[src/rtl/pmrs_consts.svh]
`ifndef PMRS_CONSTS_SVH
`define PMRS_CONSTS_SVH
`define PMRS_CLK_PS 4000
`define PMRS_PWRUP0_PS 64'd140000000
`define PMRS_PWRUP1_PS 64'd4500000000
`define PMRS_PWRUP2_PS 64'd18000000000
`define PMRS_PWRUP3_PS 64'd72000000000
`define PMRS_PWRUP4_PS 64'd288000000000
`define PMRS_OST_CYC 4'hF
`define PMRS_WAKE_CYC 4'hF
`define PMRS_CTRL_OFS 8'h00
`define PMRS_STAT_OFS 8'h04
`define PMRS_SEL_BIT 0
`define PMRS_STOP_BIT 1
`define PMRS_MODE_LSB 2
`define PMRS_LCK_BIT 4
`define PMRS_PD_BIT 3
`define PMRS_TO_BIT 4
`define PMRS_MODE_RUN 2'h0
`define PMRS_MODE_HALT 2'h1
`define PMRS_MODE_STBY 2'h2
`endif

[src/rtl/pmrs_pkg.sv]
package pmrs_pkg;
  typedef enum logic [2:0]
  {
    ST_RESET,
    ST_PWRUP,
    ST_OST,
    ST_RUN,
    ST_STANDBY,
    ST_HALT,
    ST_WAKE
  } pmrs_state_e;
  typedef struct packed
  {
    logic t0_ovf;
    logic t1_unf;
    logic wdt_irq;
    logic pb_change;
    logic ext_irq;
    logic lvd_irq;
  } pmrs_wake_s;
  typedef struct packed
  {
    logic startup_fast;
    logic [2:0] pwrup_sel;
    logic inst_div4;
    logic wdt_reset_mode;
    logic wdt_option;
    logic tmr0_src;
  } pmrs_cfg_s;
endpackage

[src/rtl/pmrs_top.sv]
// Chosen here: register access over APB and the register addresses.
`timescale 1ns/1ps
`default_nettype none
`include "pmrs_consts.svh"
module pmrs_top #(
  parameter int unsigned PWRUP0_CYC = 32'(64'(`PMRS_PWRUP0_PS) / `PMRS_CLK_PS),
  parameter int unsigned PWRUP1_CYC = 32'(64'(`PMRS_PWRUP1_PS) / `PMRS_CLK_PS),
  parameter int unsigned PWRUP2_CYC = 32'(64'(`PMRS_PWRUP2_PS) / `PMRS_CLK_PS),
  parameter int unsigned PWRUP3_CYC = 32'(64'(`PMRS_PWRUP3_PS) / `PMRS_CLK_PS),
  parameter int unsigned PWRUP4_CYC = 32'(64'(`PMRS_PWRUP4_PS) / `PMRS_CLK_PS)
) (
  // Clock and reset
  input wire logic core_clk,
  input wire logic rst,
  // APB slave
  input wire logic psel,
  input wire logic penable,
  input wire logic pwrite,
  input wire logic [7:0] paddr,
  input wire logic [31:0] pwdata,
  output logic [31:0] prdata,
  output logic pready,
  output logic pslverr,
  // Reset events
  input wire logic por_event,
  input wire logic low_voltage_reset,
  input wire logic reset_pin_n,
  input wire logic wdt_timeout,
  // Configuration and core events
  input wire pmrs_pkg::pmrs_cfg_s cfg,
  input wire pmrs_pkg::pmrs_wake_s wake,
  input wire logic halt_instruction,
  input wire logic watchdog_clear_instruction,
  input wire logic irq_enable_instruction,
  input wire logic irq_disable_instruction,
  // Peripheral enables
  input wire logic timer0_run,
  input wire logic timer1_run,
  input wire logic watchdog_run_enable,
  // Clock and run control
  output logic core_reset,
  output logic cpu_run,
  output logic inst_tick,
  output logic sys_clk_fast,
  output logic fast_osc_en,
  output logic slow_osc_en,
  output logic timer0_en,
  output logic timer1_en,
  output logic timer0_slow_clk,
  output logic periph_en,
  output logic wdt_active,
  output logic wdt_clear,
  output logic irq_vector
);

  // ****************************************
  // Decode
  // ****************************************
  pmrs_pkg::pmrs_state_e state_reg;
  logic fast_osc_select_reg;
  logic fast_osc_stop_reg;
  logic [1:0] power_mode_field_reg;
  logic low_clock_to_timer0_reg;
  logic timeout_flag_n_reg;
  logic powerdown_flag_n_reg;
  logic global_irq_enable_reg;
  logic [26:0] pwrup_cnt_reg;
  logic [3:0] cnt_reg;
  logic [1:0] div_reg;
  logic pready_reg;
  logic [31:0] prdata_reg;
  logic pslverr_reg;
  logic wdt_clear_reg;
  logic irq_vector_reg;
  logic rst_evt;
  logic halted;
  logic in_reset;
  logic wr_done;
  logic wr_ctrl;
  logic mapped;
  logic enter_halt;
  logic enter_stby;
  logic stby_wake;
  logic halt_wake;
  logic [26:0] pwrup_len;

  assign rst_evt = por_event | low_voltage_reset | ~reset_pin_n
    | (wdt_timeout & cfg.wdt_reset_mode);
  assign halted = (state_reg == pmrs_pkg::ST_HALT)
    || (state_reg == pmrs_pkg::ST_WAKE);
  assign in_reset = (state_reg == pmrs_pkg::ST_RESET)
    || (state_reg == pmrs_pkg::ST_PWRUP) || (state_reg == pmrs_pkg::ST_OST);
  assign mapped = (paddr == `PMRS_CTRL_OFS) || (paddr == `PMRS_STAT_OFS);
  assign wr_done = psel && penable && pready_reg && pwrite;
  assign wr_ctrl = wr_done && (paddr == `PMRS_CTRL_OFS)
    && (state_reg == pmrs_pkg::ST_RUN);
  assign enter_halt = (state_reg == pmrs_pkg::ST_RUN) && !rst_evt
    && (halt_instruction || (wr_ctrl
    && pwdata[`PMRS_MODE_LSB+:2] == `PMRS_MODE_HALT));
  assign enter_stby = (state_reg == pmrs_pkg::ST_RUN) && !rst_evt
    && !halt_instruction && wr_ctrl
    && (pwdata[`PMRS_MODE_LSB+:2] == `PMRS_MODE_STBY);
  assign stby_wake = wake.t0_ovf | wake.t1_unf | wake.wdt_irq
    | wake.pb_change | wake.ext_irq | wake.lvd_irq;
  assign halt_wake = wake.wdt_irq | wake.pb_change | wake.ext_irq;

  always_comb
  begin
    case (cfg.pwrup_sel)
      3'h0: pwrup_len = 27'(PWRUP0_CYC);
      3'h1: pwrup_len = 27'(PWRUP1_CYC);
      3'h2: pwrup_len = 27'(PWRUP2_CYC);
      3'h3: pwrup_len = 27'(PWRUP3_CYC);
      default: pwrup_len = 27'(PWRUP4_CYC);
    endcase
  end

  // ****************************************
  // Mode sequencer
  // ****************************************
  always_ff @(posedge core_clk or posedge rst)
  begin
    if (rst)
    begin
      state_reg <= pmrs_pkg::ST_RESET;
      cnt_reg <= 4'h0;
      pwrup_cnt_reg <= 27'h0;
    end
    else if (rst_evt)
    begin
      state_reg <= pmrs_pkg::ST_RESET;
      cnt_reg <= 4'h0;
      pwrup_cnt_reg <= 27'h0;
    end
    else
    begin
      case (state_reg)
        pmrs_pkg::ST_RESET:
        begin
          state_reg <= pmrs_pkg::ST_PWRUP;
          pwrup_cnt_reg <= 27'h0;
        end
        pmrs_pkg::ST_PWRUP:
        begin
          if (pwrup_cnt_reg + 27'h1 >= pwrup_len)
          begin
            state_reg <= pmrs_pkg::ST_OST;
            cnt_reg <= 4'h0;
          end
          else
          begin
            pwrup_cnt_reg <= pwrup_cnt_reg + 27'h1;
          end
        end
        pmrs_pkg::ST_OST:
        begin
          if (cnt_reg == `PMRS_OST_CYC)
          begin
            state_reg <= pmrs_pkg::ST_RUN;
          end
          cnt_reg <= cnt_reg + 4'h1;
        end
        pmrs_pkg::ST_RUN:
        begin
          if (enter_halt)
          begin
            state_reg <= pmrs_pkg::ST_HALT;
          end
          else if (enter_stby)
          begin
            state_reg <= pmrs_pkg::ST_STANDBY;
          end
        end
        pmrs_pkg::ST_STANDBY:
        begin
          if (stby_wake)
          begin
            state_reg <= pmrs_pkg::ST_RUN;
          end
        end
        pmrs_pkg::ST_HALT:
        begin
          if (halt_wake)
          begin
            state_reg <= pmrs_pkg::ST_WAKE;
            cnt_reg <= 4'h0;
          end
        end
        pmrs_pkg::ST_WAKE:
        begin
          if (cnt_reg == `PMRS_WAKE_CYC)
          begin
            state_reg <= pmrs_pkg::ST_RUN;
          end
          cnt_reg <= cnt_reg + 4'h1;
        end
        default:
        begin
          state_reg <= pmrs_pkg::ST_RESET;
        end
      endcase
    end
  end

  // ****************************************
  // Oscillator control register
  // ****************************************
  always_ff @(posedge core_clk or posedge rst)
  begin
    if (rst)
    begin
      fast_osc_select_reg <= 1'b1;
      fast_osc_stop_reg <= 1'b0;
      power_mode_field_reg <= `PMRS_MODE_RUN;
      low_clock_to_timer0_reg <= 1'b0;
    end
    else if (rst_evt || in_reset)
    begin
      fast_osc_select_reg <= cfg.startup_fast;
      fast_osc_stop_reg <= 1'b0;
      power_mode_field_reg <= `PMRS_MODE_RUN;
      low_clock_to_timer0_reg <= 1'b0;
    end
    else if (wr_ctrl)
    begin
      fast_osc_select_reg <= pwdata[`PMRS_SEL_BIT];
      fast_osc_stop_reg <= pwdata[`PMRS_STOP_BIT];
      power_mode_field_reg <= pwdata[`PMRS_MODE_LSB+:2];
      low_clock_to_timer0_reg <= pwdata[`PMRS_LCK_BIT];
    end
    else if (halt_instruction && state_reg == pmrs_pkg::ST_RUN)
    begin
      power_mode_field_reg <= `PMRS_MODE_HALT;
    end
    else if (state_reg == pmrs_pkg::ST_RUN)
    begin
      power_mode_field_reg <= `PMRS_MODE_RUN;
    end
  end

  // ****************************************
  // Timeout and power-down flags
  // ****************************************
  always_ff @(posedge core_clk or posedge rst)
  begin
    if (rst)
    begin
      timeout_flag_n_reg <= 1'b1;
      powerdown_flag_n_reg <= 1'b1;
    end
    else if (por_event || low_voltage_reset)
    begin
      timeout_flag_n_reg <= 1'b1;
      powerdown_flag_n_reg <= 1'b1;
    end
    else if (!reset_pin_n)
    begin
      if (halted)
      begin
        timeout_flag_n_reg <= 1'b1;
        powerdown_flag_n_reg <= 1'b1;
      end
    end
    else if (wdt_timeout)
    begin
      timeout_flag_n_reg <= 1'b0;
      if (cfg.wdt_reset_mode)
      begin
        powerdown_flag_n_reg <= !halted;
      end
    end
    else if (enter_halt)
    begin
      timeout_flag_n_reg <= 1'b1;
      powerdown_flag_n_reg <= 1'b0;
    end
    else if (watchdog_clear_instruction && state_reg == pmrs_pkg::ST_RUN)
    begin
      timeout_flag_n_reg <= 1'b1;
      powerdown_flag_n_reg <= 1'b1;
    end
  end

  // ****************************************
  // Interrupt enable and wake events
  // ****************************************
  always_ff @(posedge core_clk or posedge rst)
  begin
    if (rst)
    begin
      global_irq_enable_reg <= 1'b0;
    end
    else if (rst_evt || in_reset)
    begin
      global_irq_enable_reg <= 1'b0;
    end
    else if (state_reg == pmrs_pkg::ST_RUN && irq_enable_instruction)
    begin
      global_irq_enable_reg <= 1'b1;
    end
    else if (state_reg == pmrs_pkg::ST_RUN && irq_disable_instruction)
    begin
      global_irq_enable_reg <= 1'b0;
    end
  end

  always_ff @(posedge core_clk or posedge rst)
  begin
    if (rst)
    begin
      wdt_clear_reg <= 1'b0;
      irq_vector_reg <= 1'b0;
    end
    else
    begin
      wdt_clear_reg <= enter_halt || (watchdog_clear_instruction
        && state_reg == pmrs_pkg::ST_RUN && !rst_evt);
      irq_vector_reg <= !rst_evt && global_irq_enable_reg
        && ((state_reg == pmrs_pkg::ST_STANDBY && stby_wake)
        || (state_reg == pmrs_pkg::ST_WAKE
        && cnt_reg == `PMRS_WAKE_CYC));
    end
  end

  // ****************************************
  // Instruction clock divider
  // ****************************************
  always_ff @(posedge core_clk or posedge rst)
  begin
    if (rst)
    begin
      div_reg <= 2'h0;
    end
    else if (!cpu_run)
    begin
      div_reg <= 2'h0;
    end
    else
    begin
      div_reg <= cfg.inst_div4 ? div_reg + 2'h1 : {1'b0, ~div_reg[0]};
    end
  end

  assign inst_tick = cpu_run
    && (cfg.inst_div4 ? (div_reg == 2'h3) : div_reg[0]);

  // ****************************************
  // APB slave
  // ****************************************
  always_ff @(posedge core_clk or posedge rst)
  begin
    if (rst)
    begin
      pready_reg <= 1'b0;
      prdata_reg <= 32'h0;
      pslverr_reg <= 1'b0;
    end
    else if (psel && penable && !pready_reg)
    begin
      pready_reg <= 1'b1;
      pslverr_reg <= !mapped;
      if (!pwrite && paddr == `PMRS_CTRL_OFS)
      begin
        prdata_reg <= {27'h0, low_clock_to_timer0_reg, power_mode_field_reg,
          fast_osc_stop_reg, fast_osc_select_reg};
      end
      else if (!pwrite && paddr == `PMRS_STAT_OFS)
      begin
        prdata_reg <= {27'h0, timeout_flag_n_reg, powerdown_flag_n_reg,
          state_reg};
      end
      else
      begin
        prdata_reg <= 32'h0;
      end
    end
    else
    begin
      pready_reg <= 1'b0;
      pslverr_reg <= 1'b0;
    end
  end

  assign prdata = prdata_reg;
  assign pready = pready_reg;
  assign pslverr = pslverr_reg;

  // ****************************************
  // Outputs
  // ****************************************
  assign core_reset = in_reset;
  assign cpu_run = (state_reg == pmrs_pkg::ST_RUN);
  assign sys_clk_fast = in_reset ? cfg.startup_fast
    : fast_osc_select_reg;
  assign fast_osc_en = (state_reg != pmrs_pkg::ST_HALT)
    && (in_reset ? cfg.startup_fast : !fast_osc_stop_reg);
  assign slow_osc_en = (state_reg != pmrs_pkg::ST_HALT);
  assign periph_en = cpu_run || (state_reg == pmrs_pkg::ST_STANDBY);
  assign timer0_en = periph_en && timer0_run;
  assign timer1_en = periph_en && timer1_run;
  assign timer0_slow_clk = low_clock_to_timer0_reg && cfg.tmr0_src;
  assign wdt_active = cfg.wdt_option && watchdog_run_enable;
  assign wdt_clear = wdt_clear_reg;
  assign irq_vector = irq_vector_reg;

  // ****************************************
  // Assertions
  // ****************************************
  logic wake_seen_reg;
  logic [4:0] wake_len_reg;

  always_ff @(posedge core_clk or posedge rst)
  begin
    if (rst)
    begin
      wake_seen_reg <= 1'b0;
      wake_len_reg <= 5'h00;
    end
    else if (rst_evt || cpu_run)
    begin
      wake_seen_reg <= 1'b0;
      wake_len_reg <= 5'h00;
    end
    else if (state_reg == pmrs_pkg::ST_HALT && halt_wake)
    begin
      wake_seen_reg <= 1'b1;
      wake_len_reg <= 5'h00;
    end
    else if (wake_seen_reg)
    begin
      wake_len_reg <= wake_len_reg + 5'h01;
    end
  end

  a_halt_wake_wait: assert property (@(posedge core_clk) disable iff (rst)
    (wake_seen_reg && cpu_run) |-> wake_len_reg == `PMRS_WAKE_CYC + 5'h01)
    else $error("halt wake wait wrong");
  a_stby_wake_now: assert property (@(posedge core_clk) disable iff (rst)
    (state_reg == pmrs_pkg::ST_STANDBY && stby_wake && !rst_evt) |=> cpu_run)
    else $error("standby wake late");
  a_halt_osc_off: assert property (@(posedge core_clk) disable iff (rst)
    state_reg == pmrs_pkg::ST_HALT |-> !fast_osc_en && !slow_osc_en && !timer0_en)
    else $error("halt clocks on");
  a_halt_timer_nowake: assert property (@(posedge core_clk) disable iff (rst)
    (state_reg == pmrs_pkg::ST_HALT && !halt_wake && !rst_evt)
    |=> state_reg == pmrs_pkg::ST_HALT)
    else $error("halt woke on timer");
  a_halt_entry_flags: assert property (@(posedge core_clk) disable iff (rst)
    enter_halt |=> timeout_flag_n_reg && !powerdown_flag_n_reg && wdt_clear)
    else $error("halt entry flags");
  a_ost_release: assert property (@(posedge core_clk) disable iff (rst)
    $fell(core_reset) |-> $past(state_reg == pmrs_pkg::ST_OST, 1)
    && $past(state_reg == pmrs_pkg::ST_OST, 16))
    else $error("start-up count short");
  a_start_mode: assert property (@(posedge core_clk) disable iff (rst)
    $fell(core_reset) |-> sys_clk_fast == cfg.startup_fast)
    else $error("startup clock wrong");
  a_sel_switch: assert property (@(posedge core_clk) disable iff (rst)
    (wr_ctrl && !rst_evt) |=> sys_clk_fast == $past(pwdata[0]))
    else $error("clock select ignored");
  a_reset_hold: assert property (@(posedge core_clk) disable iff (rst)
    rst_evt |=> core_reset && !cpu_run)
    else $error("reset event ignored");
  a_vector_gie: assert property (@(posedge core_clk) disable iff (rst)
    irq_vector |-> cpu_run && global_irq_enable_reg)
    else $error("vector without enable");
  a_wdt_flags: assert property (@(posedge core_clk) disable iff (rst)
    (wdt_timeout && cfg.wdt_reset_mode && reset_pin_n && !por_event
    && !low_voltage_reset && halted) |=> !timeout_flag_n_reg && !powerdown_flag_n_reg)
    else $error("watchdog flags wrong");

endmodule
`default_nettype wire

[config.mk]
export PLATFORM = sky130hd
export DESIGN_NAME = pmrs_top
export DESIGN_NICKNAME = d
export VERILOG_FILES = /design/src/rtl/pmrs_pkg.sv /design/src/rtl/pmrs_top.sv
export VERILOG_INCLUDE_DIRS = /design/src /design/src/rtl
export SDC_FILE = /design/constraint.sdc
export NUM_CORES = 1
export LEC_CHECK = 0
export BUFFER_PORTS_ARGS = -buffer_cell sky130_fd_sc_hd__buf_2
export CAP_MARGIN = 0
export CORE_ASPECT_RATIO = 1.1
export CORE_MARGIN = 1.5
export CORE_UTILIZATION = 40
export DETAILED_ROUTE_END_ITERATION = 7
export GPL_ROUTABILITY_DRIVEN = 0
export GPL_TIMING_DRIVEN = 1
export PLACE_DENSITY = 0.77
export SLEW_MARGIN = 5
export SYNTH_ARGS = -nofsm -noshare
export SYNTH_HDL_FRONTEND = slang
export SYNTH_SLANG_ARGS = --single-unit
[constraint.sdc]
create_clock -name core_clk -period 3.5 [get_ports core_clk]
set_clock_uncertainty 0.15 [all_clocks]
set_input_delay 1.05 -clock core_clk [delete_from_list [all_inputs] [get_ports core_clk]]
set_output_delay 1.05 -clock core_clk [all_outputs]
set_load 0.01 [all_outputs]
# Word-level counts from Yosys, hierarchy flattened
# Index checks and enable logic that the tools add are counted.
[word_totals]
register_bits = 80
word_cells = 166
output_inout_bits = 47
in_bits = 70
[op_classes]
n_lt_le_gt_ge = 1
n_bitwise = 13
addsub = 3
n_eq_ne = 23
mux = 49
n_reduce_logical = 61
[op_table]
columns = ["operator", "n"]
rows = [
  ["27-bit one-hot mux with 4 select lines", 1],
  ["27-bit two-way mux", 2],
  ["27-bit one-hot mux with 2 select lines", 1],
  ["1-bit logical AND", 29],
  ["27-bit by 1-bit adder with 27-bit output (second input constant)", 1],
  ["27-bit greater-or-equal comparator", 1],
  ["1-bit two-way mux", 25],
  ["3-bit two-way mux", 7],
  ["3-bit one-hot mux with 6 select lines", 1],
  ["3-bit by 2-bit == test with 1-bit output (second input constant)", 4],
  ["2-bit two-way mux", 6],
  ["4-bit two-way mux", 3],
  ["3-bit != test (second input constant)", 4],
  ["4-bit one-hot mux with 3 select lines", 1],
  ["1-bit logical OR", 10],
  ["5-bit two-way mux", 2],
  ["1-bit OR", 10],
  ["3-bit == test (second input constant)", 3],
  ["3-bit nonzero test", 3],
  ["8-bit by 3-bit == test with 1-bit output (second input constant)", 1],
  ["8-bit zero test", 1],
  ["4-bit nonzero test", 2],
  ["1-bit zero test", 7],
  ["3-bit by 1-bit == test with 1-bit output (second input constant)", 2],
  ["18 further kinds", 23],
]

# Depth between registers and ports, before layout
# Gate-level depths: netlist (run 1).
[logic_depth]
word_depth = 12
ltp_mapped = 19
depth_no_buf = 16

# Worst setup path before layout (run 1)
# OpenSTA, ideal clock, no wires.
[synth_timing]
path_type = "flip-flop to flip-flop"
start = "register pwrup_cnt_reg[8]"
end = "register pwrup_cnt_reg[21]"
t_required_ns = 3.286
n_path_buf = 3
setup_slack_ns = -0.009
setup_ns = 0.064
stages_incl_launch_ff = 19
t_arrival_ns = 3.296
synth_period_minus_slack_ns = 3.509
path_cell_list = "dfrtp_1 buf_6 nand4_2 nor4_4 nand2_1 nor2_1 and4_1 xor2_1 ha_1 and2_0 nand2_1 nor3_1 a31oi_1 a311oi_2 or3b_1 buf_4 buf_6 a21oi_1 a21o_1"
[synth_via]
elab_chain_len = 4
elab_cells_between_ends = 7
cone_classes = "1 x add/sub; 1 x order compare; 1 x eq/ne; 3 x mux; 1 x reduce/logical"
[synth_rtl]
columns = ["element", "line_no", "source"]
rows = [
  ["start: declaration", "pmrs_top.sv:67", "logic [26:0] pwrup_cnt_reg;"],
  ["start signal: assignment", "pmrs_top.sv:152", "pwrup_cnt_reg <= pwrup_cnt_reg + 27'h1;"],
  ["27-bit by 1-bit adder with 27-bit output (*)", "pmrs_top.sv:145, pmrs_top.sv:152", ""],
  ["27-bit greater-or-equal comparator or 27-bit two-way mux (tied branches)", "pmrs_top.sv:145", "if (pwrup_cnt_reg + 27'h1 >= pwrup_len)"],
  ["3-bit != test (no line) or 27-bit one-hot mux with 2 select lines (tied branches)", "n/a", ""],
  ["2-bit AND reduction (no line) or 27-bit two-way mux (tied branches)", "n/a", ""],
]
# Mark *: on every way between the ends. The rest lies on a longest branch, timed or not. The select of a mux whose other input is x is not followed.
# A chain may end at the register's enable or synchronous reset.

# Worst setup path after layout (run 1)
[layout_timing]
start = "register pwrup_cnt_reg[0]"
end = "register pwrup_cnt_reg[8]"
# The elaborated chain is that of the path after synthesis.

==> out/qor.csv, run 1 <==
metric,value,unit
Hold Crit Depth,2,
CP arrival,3740,ps
actual slew at the worst max-slew pin,587,ps
Peak VDD IR,0.000142,V
sequential fraction of the synthesis area,0.345,
Crit path required time,3600,ps
Antenna diodes,0,
Crit Reg-Reg Startpoint,pwrup_cnt_reg[0],
Die ar.,10200,um2
cell depth of the worst flop-to-flop path,17,
type of the worst setup path,register to register,
reg2reg setup slack,-140,ps
Initial Util,0.412,
Final Hold Vio Count,0,
Die H,106,um
worst-path fanout max,6,
post-DR wirelength/cell,15.1,um
DPL Wire Length,7410,um
initial antenna violation count,0,
Synth Area in Compound Gates,0.201,
maximum root-to-sink buffer count,2,
reg-to-reg endpoint,pwrup_cnt_reg[8],
TritonCTS buffer count,5,
"Core Util, Final",0.535,
core area,9350,um2
pwr/cell area,237,nW/um2
vias in the first global route,3646,
post-placement setup slack,-410,ps
GRT Util Overall,0.194,
Tmin final,3640,ps
area grow syn2layout,29.7,%
Post-Syn Area,3850,um2
Max Freq,275,MHz
Placed Area,4520,um2
setup ws final,-142,ps
detailed-route via count,3716,
# IOs,117,
initial drt markers,171,
warnings from Yosys,0,
CTS HTree Levels,2,
insertion delay to the later sink of the worst-skew pair,310,ps
Post-Syn Instances,442,
mux cell area share after synthesis,0.0133,
Leak,2.51,nW
row count,37,
RSZ-0062 raised after global routing,true,
IO buf count,62,
max reg flops,27,
die width,96.6,um
first-pass GRT wire length,16800,um
final hold slack,341,ps
Setup Viol. Count Final,31,
largest net degree at the start of global routing,24,
failing checks,setup timing,
synthesized area per cell,8.72,um2
status,"finished, violations left",
count of cell types in the netlist,65,
share of layout cells above drive strength 1,0.353,
"most common cell after layout, fill and taps aside",buf_2,
grt total ovfl,0,
Clock Pin Slew Worst Setup and Hold Paths,100,ps
Final Power,1.18,mW
Crit. End Element,register,
drt pass-1 iters,4,
"Design Area, Final",5000,um2
number of enable-type register cells in the synthesized netlist,0,
Hold Path Class,register to register,
Simple-Gate Fraction of Synth Area,0.233,
max_cap viols,0,
Post-DRT Antenna Nets,0,
largest family of logic cells by synthesized area,simple AND/OR/NAND/NOR gates,
nets@finish,644,
Synth Register Bits,53,
xor/xnor cell area share of the yosys netlist,0.0432,
Post-CTS Hold Fix Bufs,0,
Tcrit/Tclk final,1.04,
CTS root buffer,clkbuf_8,
ys async rst share,1.00,
TritonCTS clock tree,built,
clk sinks,53,
normalized max-slew margin,0.606,
routed wire length,10100,um
DR vias/cell,5.52,
worst hold endpoint,prdata[4],
dominant synthesized flop cell,dfrtp_1,
"commonest non-fill, non-tap cells in the layout","62 x buf_2, 60 x buf_4, 50 x dfrtp_1",
HP Start,prdata[4],
Pins Over Slew Limit,0,
drt drc,0,
startpoint types,register,
Synth Area in Adders,0.0617,
power by group:
part           internal (mW)  switching [mW]
Combinational         0.0486          0.0723
Sequential             0.616         0.00357
Clock                  0.233           0.211
layout make-up:
| class | instances | area (um2) |
|---|---|---|
| Fill cell | 899 | 4350 |
| Multi-Input combinational cell | 350 | 2500 |
| Sequential cell | 53 | 1330 |
| Timing Repair Buffer | 127 | 835 |
| Tap cell | 117 | 146 |
| Clock buffer | 6 | 82.6 |
| Inverter | 18 | 67.6 |
| Clock inverter | 2 | 37.5 |
critical path: stages (launching register included):
cell	delay, ps
dfrtp_1	410
ha_4	170
nand2_4	70
nor4_4	340
nand2_2	160
nor2_4	130
and4_4	230
xor2_2	190
ha_1	260
and2_4	150
nand2_2	70
nor3_2	40
a31oi_1	190
a311oi_2	70
or3b_4	460
buf_12	160
o21bai_1	140
a21bo_2	190
per-stage QoR:
stage / instances / setup TNS (ps)
after CTS: 669 / -231
final: 673 / -2710
after global placement: 655 / -11410
after detailed placement: 655 / -10750
after global routing: 673 / -7840
after floorplan: 468 / 0
cell usage after synthesis, types with 11 or more instances:
cell     count  share of area
a21o_1      14          0.027
a21oi_1     28          0.036
a32o_1      13          0.034
buf_4       31          0.060
dfrtp_1     50           0.32
ha_1        19          0.062
inv_1       18          0.018
nand2_1     50          0.049
nand3_1     20          0.026
nor2_1      35          0.034
o21ai_0     13          0.017
xnor2_1     11          0.025
per-layer routing:
| metal | vias up | wire, um | track usage |
|---|---|---|---|
| met1 | 1786 | 4150 | 0.237 |
| met3 | 20 | 606 | 0.0316 |
| met5 | - | 0 | 0 |
| met4 | 0 | 187 | 0.0476 |
| li1 | 1764 | - | - |
| met2 | 146 | 5200 | 0.357 |
repair_timing:
action,CTS,global route
buffers inserted,5,4
pin swaps,17,10
setup endpoints to repair,31,33
cloned,1,1
resized for setup,28,27
how the worst max path moves through the flow:
stage / startpoint / end / cells after the start
final: pwrup_cnt_reg[0] / pwrup_cnt_reg[8] / 17
after global routing: pwrup_cnt_reg[0] / pwrup_cnt_reg[13] / 17
after CTS: pwrup_cnt_reg[8] / pwrup_cnt_reg[15] / 18
after detailed placement: cfg[6] / pwrup_cnt_reg[8] / 16
after global placement: cfg[6] / pwrup_cnt_reg[8] / 16
after floorplan: pwrup_cnt_reg[2] / pwrup_cnt_reg[21] / 19
kinds of logic after synthesis:
family | after synthesis
and+or+nand+nor | 171
AOI/OAI and AO/OA | 109
buffers and inverters | 65
DFF | 53
adders and majority gates | 19
xor gates and xnor gates | 19
muxes | 5
other | 1
No activity file was read; power rests on OpenSTA's default activity.
==> inputs of run 2 (changes only) <==
- CAP_MARGIN: 0 -> unset
- CORE_UTILIZATION: 40 -> 47
- MAX_ROUTING_LAYER: unset -> met4
- PLACE_DENSITY: 0.77 -> 0.87
==> out/qor.csv, run 2 (synthesized netlist as in run 1, its figures left out) <==
metric,value,unit,change
worst-path fanout max,8,,+2
max reg flops,27,,unchanged
max_cap viols,0,,unchanged
grt total ovfl,0,,unchanged
RSZ-0062 raised after global routing,true,,
nets@finish,643,,-0.16%
clk sinks,53,,unchanged
status,"finished, violations left",,
final hold slack,319,ps,-21.7 ps
Leak,2.46,nW,-2.0%
routed wire length,10100,um,-0.69%
Comb pwr share,0.107,,+0.005
Die ar.,8750,um2,-14%
Clock Pin Slew Worst Setup and Hold Paths,110,ps,about the same
setup ws final,-331,ps,-189 ps
row count,34,,-8.1%
insertion delay to the later sink of the worst-skew pair,320,ps,about the same
normalized max-slew margin,0.597,,-0.00930
"commonest non-fill, non-tap cells in the layout","63 x buf_2, 54 x buf_4, 50 x dfrtp_1",,
Antenna diodes,0,,unchanged
drt pass-1 iters,6,,+2
Final Hold Vio Count,0,,unchanged
Switch Pwr,300,uW,+4.6%
Initial Util,0.487,,+0.0750
Tmin final,3830,ps,+189 ps
Power Internal,811,uW,-9.7%
first-pass GRT wire length,16100,um,-4.1%
initial drt markers,247,,+44%
CTS HTree Levels,2,,unchanged
pwr/cell area,225,nW/um2,-4.9%
"most common cell after layout, fill and taps aside",buf_2,,
switching share of total power,0.270,,+0.0280
clock group share of total power,0.336,,-0.039
Max Freq,261,MHz,-4.9%
# IOs,117,,unchanged
detailed-route via count,3788,,+1.9%
Die H,98.0,um,-7.5%
Setup Viol. Count Final,32,,+3.2%
Hold Path Class,register to register,,
maximum root-to-sink buffer count,2,,unchanged
share of layout cells above drive strength 1,0.335,,-0.0174
DR vias/cell,5.71,,+3.5%
CP arrival,3920,ps,+180 ps
Pins Over Slew Limit,0,,unchanged
actual slew at the worst max-slew pin,604,ps,+17.2 ps
startpoint types,register,,
IO buf count,62,,unchanged
TritonCTS buffer count,5,,unchanged
post-DR wirelength/cell,15.2,um,+0.81%
DPL Wire Length,6940,um,-6.3%
Tcrit/Tclk final,1.09,,+0.0541
GRT Util Overall,0.234,,+0.0393
Peak VDD IR,0.000146,V,+3.2%
type of the worst setup path,register to register,,
Crit path required time,3590,ps,about the same
fin cells,663,,-1.5%
area grow syn2layout,27.8,%,
TritonCTS clock tree,built,,
CTS root buffer,clkbuf_8,,
# placed instances,639,,-2.4%
Post-CTS Hold Fix Bufs,0,,unchanged
vias in the first global route,3649,,+0.082%
initial antenna violation count,0,,unchanged
drt drc,0,,unchanged
sequential power share,0.557,,+0.034
Post-DRT Antenna Nets,0,,unchanged
core area,7910,um2,-15%
largest net degree at the start of global routing,35,,+46%
die width,89.4,um,-7.5%
Crit. End Element,register,,
failing checks,setup timing,,
-- run 2: layer usage --
metal,global-route usage,up-vias,part of all wire
met5,-,-,0
met4,0.0757,0,0.014
met3,0.0397,22,0.058
met2,0.407,151,0.53
met1,0.268,1849,0.39
li1,-,1766,-
-- run 2: cell type report --
type                            count  area [um2]
Fill cell                         645        2980
Sequential cell                    53        1330
Inverter                           18        67.6
Clock buffer                        5        68.8
Clock inverter                      3        25.0
Multi-Input combinational cell    350        2440
Timing Repair Buffer              126         863
Tap cell                          108         135
-- run 2: path summary, 6_finish.rpt --
kind | cells past startpoint | start | to | slack [ps]
setup / recovery | 16 | pwrup_cnt_reg[0] | cnt_reg[0] | -330
hold / removal | 1 | div_reg[0] | div_reg[0] | 320
setup reg to reg | 16 | pwrup_cnt_reg[0] | cnt_reg[0] | -330
hold reg to reg | 1 | div_reg[0] | div_reg[0] | 320
max in group asynchronous | 3 | rst | timeout_flag_n_reg | 1830
min in group asynchronous | 2 | rst | prdata[2] | 550
-- run 2: stage by stage --
step / utilization / setup TNS, ps / setup slack [ps] / cell area (um2) / power, mW
2_1_floorplan: - / 0 / 7.10 / 3960 / 0.711
3_3_place_gp: 0.563 / -8520 / -385 / 4450 / 0.738
3_5_place_dp: 0.563 / -10370 / -435 / 4450 / 0.741
4_1_cts: 0.606 / -1760 / -105 / 4790 / 1.11
5_1_grt: 0.623 / -14060 / -496 / 4930 / 1.16
6_report: 0.623 / -8330 / -331 / 4930 / 1.11
-- run 2: power by group through the flow --
stage / Clock [mW] / Combinational [mW] / Sequential, mW
after floorplan: 0 / 0.0818 / 0.630
final: 0.373 / 0.119 / 0.619
after global routing: 0.410 / 0.135 / 0.619
after CTS: 0.376 / 0.114 / 0.619
after global placement: 0 / 0.107 / 0.630
after detailed placement: 0 / 0.110 / 0.631
-- run 2: timing repair --
item,CTS,global route
pin swaps,36,26
setup buffers,7,7
endpoints found under the hold margin,0,0
setup endpoints to repair,31,33
gates resized for setup,31,15
gates cloned,3,0
-- run 2: critical path: stages (launching register included) --
cell and delay [ps]:
dfrtp_1 360, ha_2 190, nand2_2 90, nor4_4 390, nand2_2 180, nor4_4 260
xor2_1 280, ha_1 300, and2_4 170, nand2_2 80, nor3_2 50, a31oi_2 230
a311oi_4 90, or3b_4 440, buf_8 160, and2_4 140, mux2i_1 180
